[src/lrs_pkg.sv]
`default_nettype none
package lrs_pkg;

  // ****************************************************************
  // link request type codes, first bit on the line is the msb
  // ****************************************************************
  localparam logic [2:0] REQ_IMM  = 3'h0;
  localparam logic [2:0] REQ_ISO  = 3'h1;
  localparam logic [2:0] REQ_PRI  = 3'h2;
  localparam logic [2:0] REQ_FAIR = 3'h3;
  localparam logic [2:0] REQ_RD   = 3'h4;
  localparam logic [2:0] REQ_WR   = 3'h5;
  localparam logic [2:0] REQ_ACC  = 3'h6;
  localparam logic [2:0] REQ_RSV  = 3'h7;

  // bits after the start bit, stop bit included except in LEN_TYPE, which counts the type bits only
  localparam logic [4:0] LEN_TYPE  = 5'h03;
  localparam logic [4:0] LEN_BUS_S = 5'h06;
  localparam logic [4:0] LEN_BUS_L = 5'h07;
  localparam logic [4:0] LEN_RD    = 5'h08;
  localparam logic [4:0] LEN_WR    = 5'h10;
  localparam logic [4:0] LEN_ACC   = 5'h05;
  localparam logic [4:0] LEN_RSV   = 5'h04;

  // ****************************************************************
  // control line codes and status packet
  // ****************************************************************
  localparam logic [1:0] LINE_IDLE  = 2'h0;
  localparam logic [1:0] LINE_STAT  = 2'h1;
  localparam logic [1:0] LINE_RECV  = 2'h2;
  localparam logic [1:0] LINE_GRANT = 2'h3;
  localparam int         FLG_ARB_GAP = 0;
  localparam int         FLG_SUB_GAP = 1;
  localparam int         FLG_BUS_RST = 2;
  localparam int         FLG_IRQ     = 3;
  localparam logic [4:0] IDX_STEP       = 5'h02;
  localparam logic [4:0] IDX_FLAGS_LAST = 5'h02;
  localparam logic [4:0] IDX_FULL_LAST  = 5'h0e;

  // ****************************************************************
  // register file and avalon map
  // ****************************************************************
  localparam logic [3:0] REG_NODE_ID   = 4'h0;
  localparam logic [3:0] REG_ACCEL     = 4'h5;
  localparam int         ACCEL_EN_BIT  = 0;
  localparam logic [3:0] OFS_STATUS    = 4'h0;
  localparam logic [3:0] OFS_CTRL      = 4'h4;
  localparam int         CTRL_STAT_EN  = 0;
  localparam int         CTRL_IRQ_SET  = 1;
  localparam logic       STAT_EN_RST   = 1'b1;

  function automatic logic is_bus(input logic [2:0] kind);
    return !kind[2];
  endfunction

  function automatic logic is_async(input logic [2:0] kind);
    return kind == REQ_FAIR || kind == REQ_PRI;
  endfunction

endpackage
`default_nettype wire

[src/lrs_if.sv]
`default_nettype none
// decoded request from the serial receiver
interface req_if;
  logic       valid;
  logic [2:0] kind;
  logic [3:0] addr;
  logic [7:0] data;
  logic       accel_on;
  modport src (output valid, kind, addr, data, accel_on);
  modport dst (input valid, kind, addr, data, accel_on);
endinterface

// register file access
interface regmem_if;
  logic       we;
  logic [3:0] waddr;
  logic [7:0] wdata;
  logic [3:0] raddr;
  logic [7:0] rdata;
  modport mem (input we, waddr, wdata, raddr, output rdata);
  modport user (output we, waddr, wdata, raddr, input rdata);
endinterface
`default_nettype wire

[src/link_phy_port.sv]
// Local design decisions: the placing of the registers and register access over Avalon-MM.
`default_nettype none
// How it works
// link requests immediately while its packet arrives
// pending immediate request granted when packet ends
// link drops a grant on bad header
// link keeps one bus request outstanding
// new bus request ignored while one pends
// bus reset clears every pending bus request
// register write lands when request completes
// register read answered by status, retried
// further reads ignored while owed; survives reset
// enable bit in register five enables acceleration
// acceleration request switches acceleration at once
// bus reset or iso request re-enables acceleration
// link toggles acceleration around cycle start
// status starts only when owed and idle
// status holds code 01, bits on lines
// packet arrival cuts status, retried later
// one idle cycle between status transfers
// four flags normally, sixteen bits with register
// node id register sent after self id
// flags delivered when driven, register when complete
// retry only while something is still owed
// flags: reset gap, subaction gap, reset, irq
// read request: start, 100, address, stop
// write request: start, 101, address, data, stop
// acceleration request: start, 110, control, stop
// status shifted two bits a cycle, ascending
// link samples data lines during status
module link_phy_port
  import lrs_pkg::*;
(
  // clock and reset
  input  wire logic        clk,
  input  wire logic        arst_n,
  // avalon-mm register slave
  input  wire logic [3:0]  address,
  input  wire logic        read,
  input  wire logic        write,
  input  wire logic [31:0] writedata,
  output logic      [31:0] readdata,
  output logic             waitrequest,
  // link pins
  input  wire logic        link_request_line,
  input  wire logic [1:0]  interface_control_lines_in,
  output logic      [1:0]  interface_control_lines_out,
  output logic             interface_control_lines_oe_n,
  output logic      [1:0]  data_out,
  output logic             data_oe_n,
  // arbitration core
  input  wire logic        pkt_rx,
  input  wire logic        arb_won,
  input  wire logic        bus_reset,
  input  wire logic        arb_reset_gap,
  input  wire logic        subaction_gap,
  input  wire logic        self_id_done,
  input  wire logic        core_irq,
  output logic             req_pending,
  output logic      [2:0]  req_kind,
  output logic             accel_en
);

  typedef enum logic [2:0] {s_idle, s_stat, s_recv, s_grant, s_link}
    line_state_t;

  function automatic logic [1:0] pick2(input logic [15:0] f,
                                       input logic [4:0] i);
    logic [15:0] s;
    s = f >> i;
    return s[1:0];
  endfunction

  req_if    req ();
  regmem_if rm ();

  req_rx u_rx (
    .clk               (clk),
    .arst_n            (arst_n),
    .link_request_line (link_request_line),
    .req               (req)
  );

  reg_mem u_mem (
    .clk    (clk),
    .arst_n (arst_n),
    .port   (rm)
  );

  // ****************************************************************
  // bus requests and acceleration
  // ****************************************************************
  logic       pend_q, pend_d;
  logic [2:0] kind_q, kind_d;
  logic       acc_on_q, acc_on_d;
  logic       acc_bit_q, acc_bit_d;
  logic       new_bus;
  logic       grant_go;

  always_comb
  begin
    pend_d    = pend_q;
    kind_d    = kind_q;
    acc_on_d  = acc_on_q;
    acc_bit_d = acc_bit_q;
    new_bus   = req.valid && is_bus(req.kind);
    // fair and priority are dropped while a packet arrives
    if (new_bus && !pend_q && !(pkt_rx && is_async(req.kind)))
    begin
      pend_d = 1'b1;
      kind_d = req.kind;
    end
    if (req.valid && req.kind == REQ_ACC)
      acc_on_d = req.accel_on;
    if (new_bus && req.kind == REQ_ISO)
      acc_on_d = 1'b1;
    if (req.valid && req.kind == REQ_WR && req.addr == REG_ACCEL)
      acc_bit_d = req.data[ACCEL_EN_BIT];
    if (grant_go || (pkt_rx && pend_q && is_async(kind_q)))
      pend_d = 1'b0;
    if (bus_reset)
    begin
      pend_d   = 1'b0;
      acc_on_d = 1'b1;
    end
  end

  always_ff @(posedge clk or negedge arst_n)
  begin
    if (!arst_n)
    begin
      pend_q    <= 1'b0;
      kind_q    <= 3'h0;
      acc_on_q  <= 1'b1;
      acc_bit_q <= 1'b0;
    end
    else
    begin
      pend_q    <= pend_d;
      kind_q    <= kind_d;
      acc_on_q  <= acc_on_d;
      acc_bit_q <= acc_bit_d;
    end
  end

  assign accel_en    = acc_on_q && acc_bit_q;
  assign req_pending = pend_q;
  assign req_kind    = kind_q;

  // ****************************************************************
  // register access and owed status
  // ****************************************************************
  logic [3:0] flags_q, flags_d;
  logic       owe_q, owe_d;
  logic       rdp_q, rdp_d;
  logic [3:0] raddr_q, raddr_d;
  logic [7:0] rdat_q, rdat_d;
  logic [3:0] flag_sent;
  logic       reg_sent;
  logic       irq_set;

  always_comb
  begin
    flags_d = flags_q & ~flag_sent;
    // a new event wins over the delivery clear
    if (arb_reset_gap)
      flags_d[FLG_ARB_GAP] = 1'b1;
    if (subaction_gap)
      flags_d[FLG_SUB_GAP] = 1'b1;
    if (bus_reset)
      flags_d[FLG_BUS_RST] = 1'b1;
    if (core_irq || irq_set)
      flags_d[FLG_IRQ] = 1'b1;
    owe_d   = owe_q && !reg_sent;
    rdp_d   = 1'b0;
    raddr_d = raddr_q;
    rdat_d  = rdp_q ? rm.rdata : rdat_q;
    if (!owe_q)
    begin
      if (self_id_done)
      begin
        owe_d   = 1'b1;
        rdp_d   = 1'b1;
        raddr_d = REG_NODE_ID;
      end
      else if (req.valid && req.kind == REQ_RD)
      begin
        owe_d   = 1'b1;
        rdp_d   = 1'b1;
        raddr_d = req.addr;
      end
    end
  end

  always_ff @(posedge clk or negedge arst_n)
  begin
    if (!arst_n)
    begin
      flags_q <= 4'h0;
      owe_q   <= 1'b0;
      rdp_q   <= 1'b0;
      raddr_q <= 4'h0;
      rdat_q  <= 8'h00;
    end
    else
    begin
      flags_q <= flags_d;
      owe_q   <= owe_d;
      rdp_q   <= rdp_d;
      raddr_q <= raddr_d;
      rdat_q  <= rdat_d;
    end
  end

  assign rm.we    = req.valid && req.kind == REQ_WR;
  assign rm.waddr = req.addr;
  assign rm.wdata = req.data;
  assign rm.raddr = raddr_d;

  // ****************************************************************
  // interface line sequencer
  // ****************************************************************
  line_state_t st_q, st_d;
  logic [1:0]  lo_q, lo_d;
  logic [1:0]  dat_q, dat_d;
  logic [4:0]  idx_q, idx_d;
  logic        full_q, full_d;
  logic        stat_en_q;
  logic [15:0] frame;

  always_comb
  begin
    frame     = {rdat_q, raddr_q, flags_q};
    st_d      = st_q;
    lo_d      = LINE_IDLE;
    dat_d     = 2'h0;
    idx_d     = idx_q;
    full_d    = full_q;
    flag_sent = 4'h0;
    reg_sent  = 1'b0;
    grant_go  = 1'b0;
    if (pkt_rx && st_q != s_grant && st_q != s_link)
    begin
      st_d = s_recv;
      lo_d = LINE_RECV;
    end
    else
      unique case (st_q)
        s_recv:
          if (pend_q && kind_q == REQ_IMM)
          begin
            grant_go = 1'b1;
            st_d     = s_grant;
            lo_d     = LINE_GRANT;
          end
          else
            st_d = s_idle;
        s_grant:
          st_d = s_link;
        s_link:
          if (interface_control_lines_in == LINE_IDLE)
            st_d = s_idle;
        s_stat:
          if (idx_q > (full_q ? IDX_FULL_LAST : IDX_FLAGS_LAST))
            st_d = s_idle;
          else
          begin
            lo_d  = LINE_STAT;
            dat_d = pick2(frame, idx_q);
            idx_d = idx_q + IDX_STEP;
            if (idx_q == IDX_FLAGS_LAST)
              flag_sent[3:2] = 2'h3;
            if (idx_q == IDX_FULL_LAST)
              reg_sent = 1'b1;
          end
        s_idle:
          if (arb_won && pend_q)
          begin
            grant_go = 1'b1;
            st_d     = s_grant;
            lo_d     = LINE_GRANT;
          end
          else if (stat_en_q && !rdp_q && (owe_q || flags_q != 4'h0))
          begin
            st_d           = s_stat;
            lo_d           = LINE_STAT;
            dat_d          = pick2(frame, 5'h00);
            idx_d          = IDX_STEP;
            full_d         = owe_q;
            flag_sent[1:0] = 2'h3;
          end
      endcase
  end

  always_ff @(posedge clk or negedge arst_n)
  begin
    if (!arst_n)
    begin
      st_q   <= s_idle;
      lo_q   <= LINE_IDLE;
      dat_q  <= 2'h0;
      idx_q  <= 5'h00;
      full_q <= 1'b0;
    end
    else
    begin
      st_q   <= st_d;
      lo_q   <= lo_d;
      dat_q  <= dat_d;
      idx_q  <= idx_d;
      full_q <= full_d;
    end
  end

  // the link owns both line groups after a grant
  assign interface_control_lines_out  = lo_q;
  assign interface_control_lines_oe_n = st_q == s_link;
  assign data_out                     = dat_q;
  assign data_oe_n                    = st_q == s_link;

  // ****************************************************************
  // avalon slave, one wait state
  // ****************************************************************
  logic        ack_q, ack_d;
  logic        stat_en_d;
  logic [31:0] rdata_q, rdata_d;

  always_comb
  begin
    ack_d     = (read || write) && !ack_q;
    stat_en_d = stat_en_q;
    rdata_d   = rdata_q;
    irq_set   = 1'b0;
    if (read && !ack_q)
    begin
      rdata_d = 32'h0000_0000;
      if (address == OFS_STATUS)
        rdata_d[9:0] = {accel_en, kind_q, pend_q, owe_q, flags_q};
      if (address == OFS_CTRL)
        rdata_d[CTRL_STAT_EN] = stat_en_q;
    end
    if (write && ack_q && address == OFS_CTRL)
    begin
      stat_en_d = writedata[CTRL_STAT_EN];
      irq_set   = writedata[CTRL_IRQ_SET];
    end
  end

  always_ff @(posedge clk or negedge arst_n)
  begin
    if (!arst_n)
    begin
      ack_q     <= 1'b0;
      stat_en_q <= STAT_EN_RST;
      rdata_q   <= 32'h0000_0000;
    end
    else
    begin
      ack_q     <= ack_d;
      stat_en_q <= stat_en_d;
      rdata_q   <= rdata_d;
    end
  end

  assign waitrequest = (read || write) && !ack_q;
  assign readdata    = rdata_q;
endmodule
`default_nettype wire

[src/reg_mem.sv]
`default_nettype none
module reg_mem (
  // clock and reset
  input  wire logic clk,
  input  wire logic arst_n,
  // access port
  regmem_if.mem     port
);

  logic [7:0] mem_q [16];

  always_ff @(posedge clk or negedge arst_n)
  begin
    if (!arst_n)
    begin
      for (int i = 0; i < 16; i++)
        mem_q[i] <= 8'h00;
      port.rdata <= 8'h00;
    end
    else
    begin
      if (port.we)
        mem_q[port.waddr] <= port.wdata;
      port.rdata <= mem_q[port.raddr];
    end
  end

endmodule
`default_nettype wire

[src/req_rx.sv]
`default_nettype none
module req_rx
  import lrs_pkg::*;
(
  // clock and reset
  input  wire logic clk,
  input  wire logic arst_n,
  // serial line from the link
  input  wire logic link_request_line,
  // decoded request, one cycle pulse
  req_if.src        req
);

  logic        busy_q, busy_d;
  logic [4:0]  cnt_q, cnt_d;
  logic [15:0] sh_q, sh_d;
  logic        vld_q, vld_d;
  logic [2:0]  kind_q, kind_d;
  logic [3:0]  addr_q, addr_d;
  logic [7:0]  data_q, data_d;
  logic        acc_q, acc_d;

  function automatic logic [4:0] req_len(input logic [2:0] k,
                                         input logic b6);
    unique case (k)
      REQ_RD:  return LEN_RD;
      REQ_WR:  return LEN_WR;
      REQ_ACC: return LEN_ACC;
      REQ_RSV: return LEN_RSV;
      default: return b6 ? LEN_BUS_L : LEN_BUS_S;
    endcase
  endfunction

  always_comb
  begin
    busy_d = busy_q;
    cnt_d  = cnt_q;
    sh_d   = sh_q;
    vld_d  = 1'b0;
    kind_d = kind_q;
    addr_d = addr_q;
    data_d = data_q;
    acc_d  = acc_q;
    if (!busy_q)
    begin
      busy_d = link_request_line;
      cnt_d  = 5'h00;
      sh_d   = 16'h0000;
    end
    else
    begin
      sh_d  = {sh_q[14:0], link_request_line};
      cnt_d = cnt_q + 5'h01;
      if (cnt_d == LEN_TYPE)
        kind_d = sh_d[2:0];
      if (cnt_d > LEN_TYPE && (cnt_d == req_len(kind_q, sh_d[0]) ||
          (is_bus(kind_q) && cnt_d == LEN_BUS_L)))
      begin
        busy_d = 1'b0;
        vld_d  = kind_q != REQ_RSV;
        addr_d = kind_q == REQ_WR ? sh_d[12:9] : sh_d[4:1];
        data_d = sh_d[8:1];
        acc_d  = sh_d[1];
      end
    end
  end

  always_ff @(posedge clk or negedge arst_n)
  begin
    if (!arst_n)
    begin
      busy_q <= 1'b0;
      cnt_q  <= 5'h00;
      sh_q   <= 16'h0000;
      vld_q  <= 1'b0;
      kind_q <= 3'h0;
      addr_q <= 4'h0;
      data_q <= 8'h00;
      acc_q  <= 1'b0;
    end
    else
    begin
      busy_q <= busy_d;
      cnt_q  <= cnt_d;
      sh_q   <= sh_d;
      vld_q  <= vld_d;
      kind_q <= kind_d;
      addr_q <= addr_d;
      data_q <= data_d;
      acc_q  <= acc_d;
    end
  end

  assign req.valid    = vld_q;
  assign req.kind     = kind_q;
  assign req.addr     = addr_q;
  assign req.data     = data_q;
  assign req.accel_on = acc_q;

endmodule
`default_nettype wire
[config.mk]
export PLATFORM = sky130hd
export DESIGN_NAME = link_phy_port
export DESIGN_NICKNAME = d
export VERILOG_FILES = /design/src/lrs_pkg.sv /design/src/lrs_if.sv /design/src/link_phy_port.sv /design/src/reg_mem.sv /design/src/req_rx.sv
export SDC_FILE = /design/constraint.sdc
export NUM_CORES = 1
export LEC_CHECK = 0
export BUFFER_PORTS_ARGS = -buffer_cell sky130_fd_sc_hd__buf_2
export CORE_MARGIN = 2
export CORE_UTILIZATION = 35
export CTS_CLUSTER_DIAMETER = 80
export DETAILED_ROUTE_END_ITERATION = 8
export GPL_ROUTABILITY_DRIVEN = 0
export PLACE_DENSITY = 0.65
export SLEW_MARGIN = 20
export SYNTH_ARGS = -nofsm -noshare
export SYNTH_HDL_FRONTEND = slang
export SYNTH_SLANG_ARGS = --single-unit
[constraint.sdc]
create_clock -name clk -period 2.4 [get_ports clk]
set_input_delay 0.24 -clock clk [delete_from_list [all_inputs] [get_ports clk]]
set_output_delay 0.24 -clock clk [all_outputs]
set_load 0.02 [all_outputs]
==> results of run 1 <==
-- worst max-delay path, stage by stage, from the launching register on --
cell and delay [ns]:
dfrtp_1 0.39, nand4bb_4 0.29, mux2i_4 0.24, a21oi_4 0.16, inv_4 0.08, buf_12 0.15
buf_12 0.12, buf_12 0.12, mux2i_2 0.17, o22ai_2 0.14, or4_1 0.43
-- cell usage in the layout, fill, tap and decap left out, drive strengths merged, types with 3 or more instances in the layout --
| master | count |
|---|---|
| nand3b | 5 |
| and2 | 14 |
| or3 | 6 |
| mux4 | 4 |
| inv | 16 |
| nor3 | 5 |
| o22ai | 18 |
| a21oi | 8 |
| mux2i | 54 |
| dfrtp | 215 |
| a21o | 5 |
| nand2 | 55 |
| xor2 | 3 |
| conb | 22 |
| a31oi | 4 |
| nand3 | 18 |
| a22oi | 3 |
| mux2 | 154 |
| a211oi | 33 |
| nand2b | 7 |
| nor2 | 45 |
| o21ai | 9 |
| a22o | 11 |
| buf | 122 |
| ha | 5 |
| or4 | 10 |
| clkbuf | 38 |
| and3 | 3 |
| or3b | 3 |
| dlygate4sd3 | 7 |
| nor2b | 5 |
-- kinds of logic (layout without fill, tap and decap cells) --
family          Yosys count  after routing
flops                   217            217
mux                     212            212
simple gates            183            183
compound gates          108            108
buf+inv                  75            185
fa+ha+maj                 5              5
xor+xnor                  5              5
other cells               1             22
-- layout make-up --
type	instances	area, sq um
fillers	2638	16240
flip-flops and latches	217	5434
multi-input cells	535	4522
repair buffers	129	1095
clock buffers	38	691.9
well taps	384	480.5
inverters	14	55.05
clock inverters	4	30.03
-- final timing paths --
kind,startpoint,cells past startpoint,slack (ns),to
setup / recovery,u_rx.req.kind[1],10,-0.03,u_mem.port.rdata[7]
hold / removal,link_request_line,2,0.02,u_rx.busy_q
setup reg to reg,u_rx.req.kind[1],10,-0.03,u_mem.port.rdata[7]
hold reg to reg,ack_q,1,0.46,ack_q
max in group asynchronous,arst_n,3,1.24,u_mem.mem_q[89]
min in group asynchronous,arst_n,2,0.33,req_kind[2]
-- sequential cells by signal, summed over array words and instances, names as in the netlist, 4 cells and up --
| signal | count |
|---|---|
| flags_q | 4 |
| idx_q | 4 |
| raddr_q | 4 |
| rdat_q | 8 |
| readdata | 10 |
| u_mem.mem_q | 127 |
| u_mem.port.rdata | 8 |
| u_rx.cnt_q | 5 |
| u_rx.req.addr | 4 |
| u_rx.req.data | 8 |
| u_rx.sh_q | 12 |
-- power breakdown --
| part | total (mW) | internal, mW | leakage [nW] | switching, mW |
|---|---|---|---|---|
| sequential | 4.79 | 4.08 | 2.91 | 0.703 |
| clock | 3.38 | 1.97 | 0.356 | 1.41 |
| combinational | 2.03 | 1.00 | 2.66 | 1.03 |
-- routing by layer --
metal / wire [um] / global-route usage [%] / up-vias
met5: 0 / 0 / -
met2: 10580 / 24.10 / 152
met4: 769 / 5.322 / 0
met1: 10710 / 21.54 / 3380
met3: 1048 / 2.362 / 37
li1: - / - / 3121
-- timing repair --
action | in CTS | in global routing
resized for setup | 5 | 42
pin swaps | 2 | 11
hold buffers | 7 | 0
setup endpoints to repair | 7 | 19
setup buffers | 5 | 7
endpoints found under the hold margin | 88 | 0
-- per-stage QoR --
stage	hold slack, ns	setup slack (ns)	instance area, sq um	std cells
6_report	0.01902	-0.02580	12310	1321
5_1_grt	0.01529	-0.1086	12310	1321
4_1_cts	0.006853	0.0001341	12060	1315
3_5_place_dp	0.3042	-0.1037	11200	1261
3_3_place_gp	0.2998	-0.06328	11200	1261
2_1_floorplan	-0.05559	-0.003783	10220	827
==> flow_summary.ini, run 1 <==
[run_status]
status = complete, but fails checks
failed_checks = negative setup slack

[synth]
synthMuxAreaShare_pct = 23.62
synth_seq_area_share_pct = 53.70
synthTopCellsByCount = 215 x dfrtp_1, 154 x mux2_2, 55 x nand2_1
synth_xor_area_share_pct = 0.4328
synth_top_family_by_area = multiplexers
synth_compound_area_share_pct = 8.236
yosys-top-cells-area = dfrtp_1 53%, mux2_2 17%, mux2i_1 5.1%
synth.distinct_cells = 58
yosys.area_share.adder_pct = 0.6184
synthSimpleGateAreaFrac_pct = 9.213
ys_seq_elements = 217
synth.avg_cell_area_sq_um = 12.55
yosys_warnings = 0
ys_async_sr_fraction_pct = 100.0
yosysTopAreaCell = dfrtp_1
syn-cell-area_sq_mm = 0.01012
yosysMostFrequentCell = dfrtp_1
ys.flop_type = dfrtp_1
syn_inst = 806
synth_edf_count = 0
synth_top_area_share_pct = 53.18

[sta]
setup_viol = 2
grt_setup_unrepaired = yes
worst_pin_slew_ns = 0.7540
finalClockSkew_ns = 0.01555
hold_viol = 0
maxSlewHeadroom_pct = 49.73
slew_viol_final = 0
fmax_ghz = 0.4122
fin_ws_ns = -0.02580
fin_tns_setup_ns = -0.04305
fin_crit_ns = 2.426
fin_crit_sh_pct = 101.1

[worst_setup_path]
cp.required_ns = 2.77
critPathLaunchType = flop
critPathMaxFanout = 6
end_kind = flop
crit_arrival_ns = 2.79
worstSetupPathType = flop to flop

[placed_design]
place_hpwl_um = 15410
io_buffers = 41

[clock_network]
cts_root_buffer = clkbuf_16
clk_latency_ns = 0.52
numCtsBuffers = 23
clkSinkCount = 217
clockBufferDepth = 3
cts.reportedPaths.clkPinSlew_ns = 0.06
h-tree-depth = 1
cts_tree = yes

[floorplanning]
dieArea_sq_mm = 0.03028
io-pin-count = 94
rows = 62
initial_core_util_pct = 35.44
core_sq_mm = 0.02855
die_h_um = 174.0
dieWidth_um = 174.0

[finish]
diodes = 0
syn_to_final_growth_pct = 21.66
postLayoutCoreUtil_pct = 43.11
nets = 975
drive_above_1_share_pct = 39.38

[power_and_ir_drop]
max-vdd-ir-drop_mv = 0.4263
p_leak_nw = 5.929
power.density_mw_per_mm2 = 829.0
power_mw = 10.20

[global_route]
grt_pass1_wl_um = 37400
grt_antenna_before_repair = 0
grt_max_degree = 88
gr-total-overflow = 0
grt_pass1_vias = 6809
grt_use_total_pct = 15.31

[worst_hold_path]
worstHoldPathType = input port to flop

[routing]
wire_per_inst_um = 17.49
viasPerCell = 5.064
first_pass_iters = 4
ant_nets = 0
drt-initial-drc-count = 440
vias = 6690
wl_um = 23100
route.detailed.drc = 0

[job]
drv_cap = 0
(Power assumes the default switching activity.)
==> run 2: changes to the inputs <==
--- a/config.mk
+++ b/config.mk
@@ -6,12 +6,12 @@
 export NUM_CORES = 1
 export LEC_CHECK = 0
 export BUFFER_PORTS_ARGS = -buffer_cell sky130_fd_sc_hd__buf_2
-export CORE_MARGIN = 2
+export CORE_MARGIN = 5
 export CORE_UTILIZATION = 35
 export CTS_CLUSTER_DIAMETER = 80
 export DETAILED_ROUTE_END_ITERATION = 8
 export GPL_ROUTABILITY_DRIVEN = 0
-export PLACE_DENSITY = 0.65
+export PLACE_DENSITY = 0.6
 export SLEW_MARGIN = 20
 export SYNTH_ARGS = -nofsm -noshare
 export SYNTH_HDL_FRONTEND = slang
==> constraint.sdc (replaced) <==
create_clock -name clk -period 2.7 [get_ports clk]
set_input_delay 0.27 -clock clk [delete_from_list [all_inputs] [get_ports clk]]
set_output_delay 0.27 -clock clk [all_outputs]
set_load 0.02 [all_outputs]
==> run 2 against run 1 <==
Against the previous run:
- the run now ends clean
- sequential power fell by 11%
- design area fell by 3.8%
- total power fell by 11%
- die area rose by 7.0%
- utilization fell by 1.8 points
- critical endpoint is now u_mem.port.rdata[5]
- fmax fell by 4.7%
- flip-flop and latch count did not move
- combinational power fell by 15%
- non-clock buffer count fell by 35
- wire length fell by 0.19%
- via count fell by 2.6%
- setup slack improved by 0.18 ns
==> flow_summary.ini, run 2 (synthesized netlist as in run 1, its figures left out) <==
[routing]
drt-initial-drc-count = 363
first_pass_iters = 4
vias = 6518
wire_per_inst_um = 17.92
wl_um = 23060
route.detailed.drc = 0
ant_nets = 0
viasPerCell = 5.064

[clock_network]
cts.reportedPaths.clkPinSlew_ns = 0.06
numCtsBuffers = 24
cts_tree = yes
clockBufferDepth = 3
cts_root_buffer = clkbuf_16
clkSinkCount = 217
h-tree-depth = 1
clk_latency_ns = 0.53

[sta]
grt_setup_unrepaired = no
fin_tns_setup_ns = 0
setup_viol = 0
finalClockSkew_ns = 0.02534
maxSlewHeadroom_pct = 50.25
slew_viol_final = 0
worst_pin_slew_ns = 0.7462
hold_viol = 0
fin_crit_ns = 2.546
fmax_ghz = 0.3928
fin_crit_sh_pct = 94.30

[finish]
syn_to_final_growth_pct = 16.99
largest_register_ff_count = 127
regMostFlops = u_mem.mem_q
fill_cells = 2712
instances_no_fill = 1287
multiInputGateArea_sq_mm = 0.004355
nets = 941
seq_area_sq_mm = 0.005433
layout_commonest_cell = dfrtp_1
final_cell_mix = 215 x dfrtp_1, 154 x mux2_2, 55 x nand2_1
postLayoutCoreUtil_pct = 41.35
drive_above_1_share_pct = 33.81

[power_and_ir_drop]
p_leak_nw = 5.804
max-vdd-ir-drop_mv = 0.4235
power.density_mw_per_mm2 = 771.0

[floorplanning]
rows = 62
dieArea_sq_mm = 0.03241
die_h_um = 180.0
core_sq_mm = 0.02863
io-pin-count = 94
dieWidth_um = 180.0
initial_core_util_pct = 35.34

[global_route]
grt_antenna_before_repair = 0
grt_pass1_wl_um = 37720
gr-total-overflow = 0
grt_max_degree = 77
grt_pass1_vias = 6713
grt_use_total_pct = 14.17

[worst_setup_path]
critPathLaunchType = flop
end_kind = flop
crit_arrival_ns = 2.91
cp.required_ns = 3.06
worstSetupPathType = flop to flop
critPathMaxFanout = 25

[placed_design]
io_buffers = 41
place_hpwl_um = 15500
dp.cells = 1237

[worst_hold_path]
worstHoldPathType = input port to flop

[run_status]
status = complete, no violations

[job]
drv_cap = 0
[run 2: cell count changes in the layout (fill, tap and decap cells not counted), moves of 5 or more]
cell / change
o22ai_2: -8
mux2i_2: -9
buf_12: -5
a211oi_1: +8
a211oi_2: -8
buf_4: -24
buf_6: -5
mux2i_1: +10
o22ai_1: +8
[run 2: timing repair]
action | CTS | global route
setup buffers | 0 | 0
hold endpoints to repair | 77 | 0
gates resized for setup | 0 | 1
endpoints found under the setup margin | 0 | 1
hold buffers | 7 | 0
[run 2: cell type report]
cell class / count / area share [%]
sequential: 217 / 45.90
clock inverter: 7 / 0.5708
clock buffer: 35 / 5.930
timing repair buffer: 94 / 6.279
tap: 384 / 4.059
inverter: 14 / 0.4440
antenna: 1 / 0.02114
multi-input combinational: 535 / 36.80
[run 2: power breakdown]
part	internal (mW)	switching, mW
clock network	1.81	1.32
registers	3.63	0.629
logic	0.842	0.888
[run 2: worst paths after layout]
path | start | end | slack (ns) | cells after the start
max | owe_q | u_mem.port.rdata[5] | 0.15 | 8
min | interface_control_lines_in[0] | st_q[2] | 0.01 | 3
max reg2reg | owe_q | u_mem.port.rdata[5] | 0.15 | 8
min reg2reg | ack_q | ack_q | 0.46 | 1
max in group asynchronous | arst_n | u_mem.mem_q[57] | 1.60 | 3
min in group asynchronous | arst_n | readdata[8] | 0.32 | 2
[run 2: through the flow]
stage	setup WS, ns	area [sq um]	hold WS [ns]	total power [mW]
after detailed placement	0.1333	10980	0.2947	6.042
after CTS	0.1348	11820	0.002647	9.232
after floorplan	0.2256	10200	-0.02559	5.335
after global placement	0.1377	10980	0.2945	6.018
after global routing	0.04509	11830	0.03219	9.638
final	0.1539	11840	0.01160	9.126
[run 2: critical path: stages, from the launching register on]
cell	delay [ns]
dfrtp_1	0.40
or3b_1	0.42
mux2i_4	0.21
a21oi_4	0.05
inv_2	0.13
buf_12	0.22
mux2i_1	0.23
o22ai_1	0.15
or4_1	0.56
[run 2: metal layers]
metal / track usage, % / wire (um) / share of wire (%)
met1: 19.98 / 10790 / 47
met5: 0 / 0 / 0
met4: 3.418 / 536 / 2.3
met3: 2.342 / 958 / 4.2
met2: 23.04 / 10770 / 47
==> run 3: changes to the inputs <==
--- a/config.mk
+++ b/config.mk
@@ -6,12 +6,14 @@
 export NUM_CORES = 1
 export LEC_CHECK = 0
 export BUFFER_PORTS_ARGS = -buffer_cell sky130_fd_sc_hd__buf_2
+export CAP_MARGIN = 20
 export CORE_MARGIN = 5
 export CORE_UTILIZATION = 35
 export CTS_CLUSTER_DIAMETER = 80
 export DETAILED_ROUTE_END_ITERATION = 8
 export GPL_ROUTABILITY_DRIVEN = 0
-export PLACE_DENSITY = 0.6
+export PLACE_DENSITY = 0.49
+export SETUP_SLACK_MARGIN = 0.15
 export SLEW_MARGIN = 20
 export SYNTH_ARGS = -nofsm -noshare
 export SYNTH_HDL_FRONTEND = slang
==> run 3 against run 2 <==
Against the previous run:
- setup slack gained 0.042 ns
- design area grew 3.3%
- hold slack gained 0.012 ns
- critical path type unchanged
- largest cell class unchanged
==> flow_summary.ini, run 3 (synthesized netlist as in run 1, its figures left out) <==
[clock_network]
cts_root_buffer = clkbuf_16
numCtsBuffers = 26
clk_latency_ns = 0.52
cts.reportedPaths.clkPinSlew_ns = 0.06
clkSinkCount = 217
h-tree-depth = 1
cts_tree = yes
clockBufferDepth = 3

[power_and_ir_drop]
max-vdd-ir-drop_mv = 0.4458
p_leak_nw = 5.938
power.density_mw_per_mm2 = 765.9

[finish]
diodes = 0
drive_above_1_share_pct = 38.37
fill_cells = 2688
regMostFlops = u_mem.mem_q
postLayoutCoreUtil_pct = 42.70
nets = 970
final_cell_mix = 214 x dfrtp_1, 154 x mux2_2, 59 x buf_4
largest_register_ff_count = 127
multiInputGateArea_sq_mm = 0.004467
syn_to_final_growth_pct = 20.81
final_area_sq_mm = 0.01222
seq_area_sq_mm = 0.005434
layout_commonest_cell = dfrtp_1

[global_route]
grt_pass1_vias = 6884
gr-total-overflow = 0
grt_max_degree = 66
grt_use_total_pct = 15.36
grt_antenna_before_repair = 0
grt_pass1_wl_um = 40320

[floorplanning]
die_h_um = 180.0
dieWidth_um = 180.0
rows = 62
initial_core_util_pct = 35.34
io-pin-count = 94
dieArea_sq_mm = 0.03241
core_sq_mm = 0.02863

[worst_hold_path]
worstHoldPathType = input port to flop
hold_depth = 3

[sta]
fin_crit_sh_pct = 92.75
maxSlewHeadroom_pct = 46.17
finalClockSkew_ns = 0.01096
slew_viol_final = 0
fmax_ghz = 0.3993
fin_ws_ns = 0.1958
hold_viol = 0
fin_crit_ns = 2.504
setup_viol = 0
worst_pin_slew_ns = 0.8075
grt_setup_unrepaired = yes
fin_tns_setup_ns = 0

[routing]
first_pass_iters = 4
wl_um = 25330
route.detailed.drc = 0
wire_per_inst_um = 19.23
viasPerCell = 5.049
ant_nets = 0
drt-initial-drc-count = 366
vias = 6650

[worst_setup_path]
crit_arrival_ns = 2.87
critPathLaunchType = flop
rr_worst_depth = 8
r2r_start = u_rx.req.kind[0]
cp.required_ns = 3.07
worstReg2RegEnd = u_mem.port.rdata[7]
rrSetupSlack_ns = 0.20
cp-endpoint = u_mem.port.rdata[7]
critPathLaunch = u_rx.req.kind[0]
worstSetupPathType = flop to flop
critPathMaxFanout = 10
end_kind = flop

[run_status]
status = complete, no violations

[placed_design]
dpl-instance-area_sq_mm = 0.01102
place_ws_ns = 0.07818
place_hpwl_um = 16830
io_buffers = 41

[job]
drv_cap = 0
## run 3: cell type report
class                           count  area share (%)
Tap cell                          384           3.931
Inverter                           14          0.4709
Timing Repair Buffer              121           7.923
Clock inverter                      9          0.4299
Clock buffer                       37           6.244
Sequential cell                   217           44.46
Multi-Input combinational cell    535           36.54
## run 3: metrics by stage
stage / power [mW] / hold WS (ns) / std cells
after floorplan: 5.335 / -0.02559 / 827
after global routing: 9.881 / 0.03410 / 1317
after CTS: 9.442 / 0.006301 / 1301
after global placement: 6.050 / 0.2699 / 1247
final: 9.362 / 0.02351 / 1317
after detailed placement: 6.067 / 0.2695 / 1247
## run 3: worst min path at each step
stage,from,endpoint,slack (ns)
2_1_floorplan,arst_n,acc_bit_q,-0.03
3_3_place_gp,arst_n,readdata[6],0.27
3_5_place_dp,arst_n,readdata[6],0.27
4_1_cts,write,ack_q,0.006
5_1_grt,link_request_line,u_rx.busy_q,0.03
6_report,interface_control_lines_in[0],st_q[2],0.02
## run 3: power breakdown
group,switching (mW),total (mW),internal (mW)
logic,0.882,1.75,0.868
clock network,1.36,3.31,1.96
registers,0.669,4.30,3.63
total,2.91,9.36,6.45
## run 3: routing by layer
metal | up-vias | GRT usage (%) | wire [um]
met1 | 3374 | 21.69 | 11800
li1 | 3103 | - | -
met3 | 44 | 2.119 | 1028
met4 | 0 | 4.416 | 737
met2 | 129 | 24.91 | 11760
met5 | - | 0 | 0
## run 3: timing repair
action | 4_1_cts | 5_1_grt
gates resized for setup | 2 | 35
gates cloned | 0 | 1
setup buffers | 0 | 15
pin swaps | 0 | 8
endpoints found under the hold margin | 67 | 0
hold buffers | 8 | 0
endpoints found under the setup margin | 8 | 25
## run 3: worst max-delay path, cell delays in order, from the launching register on
cell and delay (ns):
dfrtp_1 0.40, buf_6 0.13, and4bb_4 0.36, mux2i_4 0.09
a21oi_4 0.21, inv_4 0.14, a211oi_2 0.28, a211oi_1 0.11
or4_1 0.62
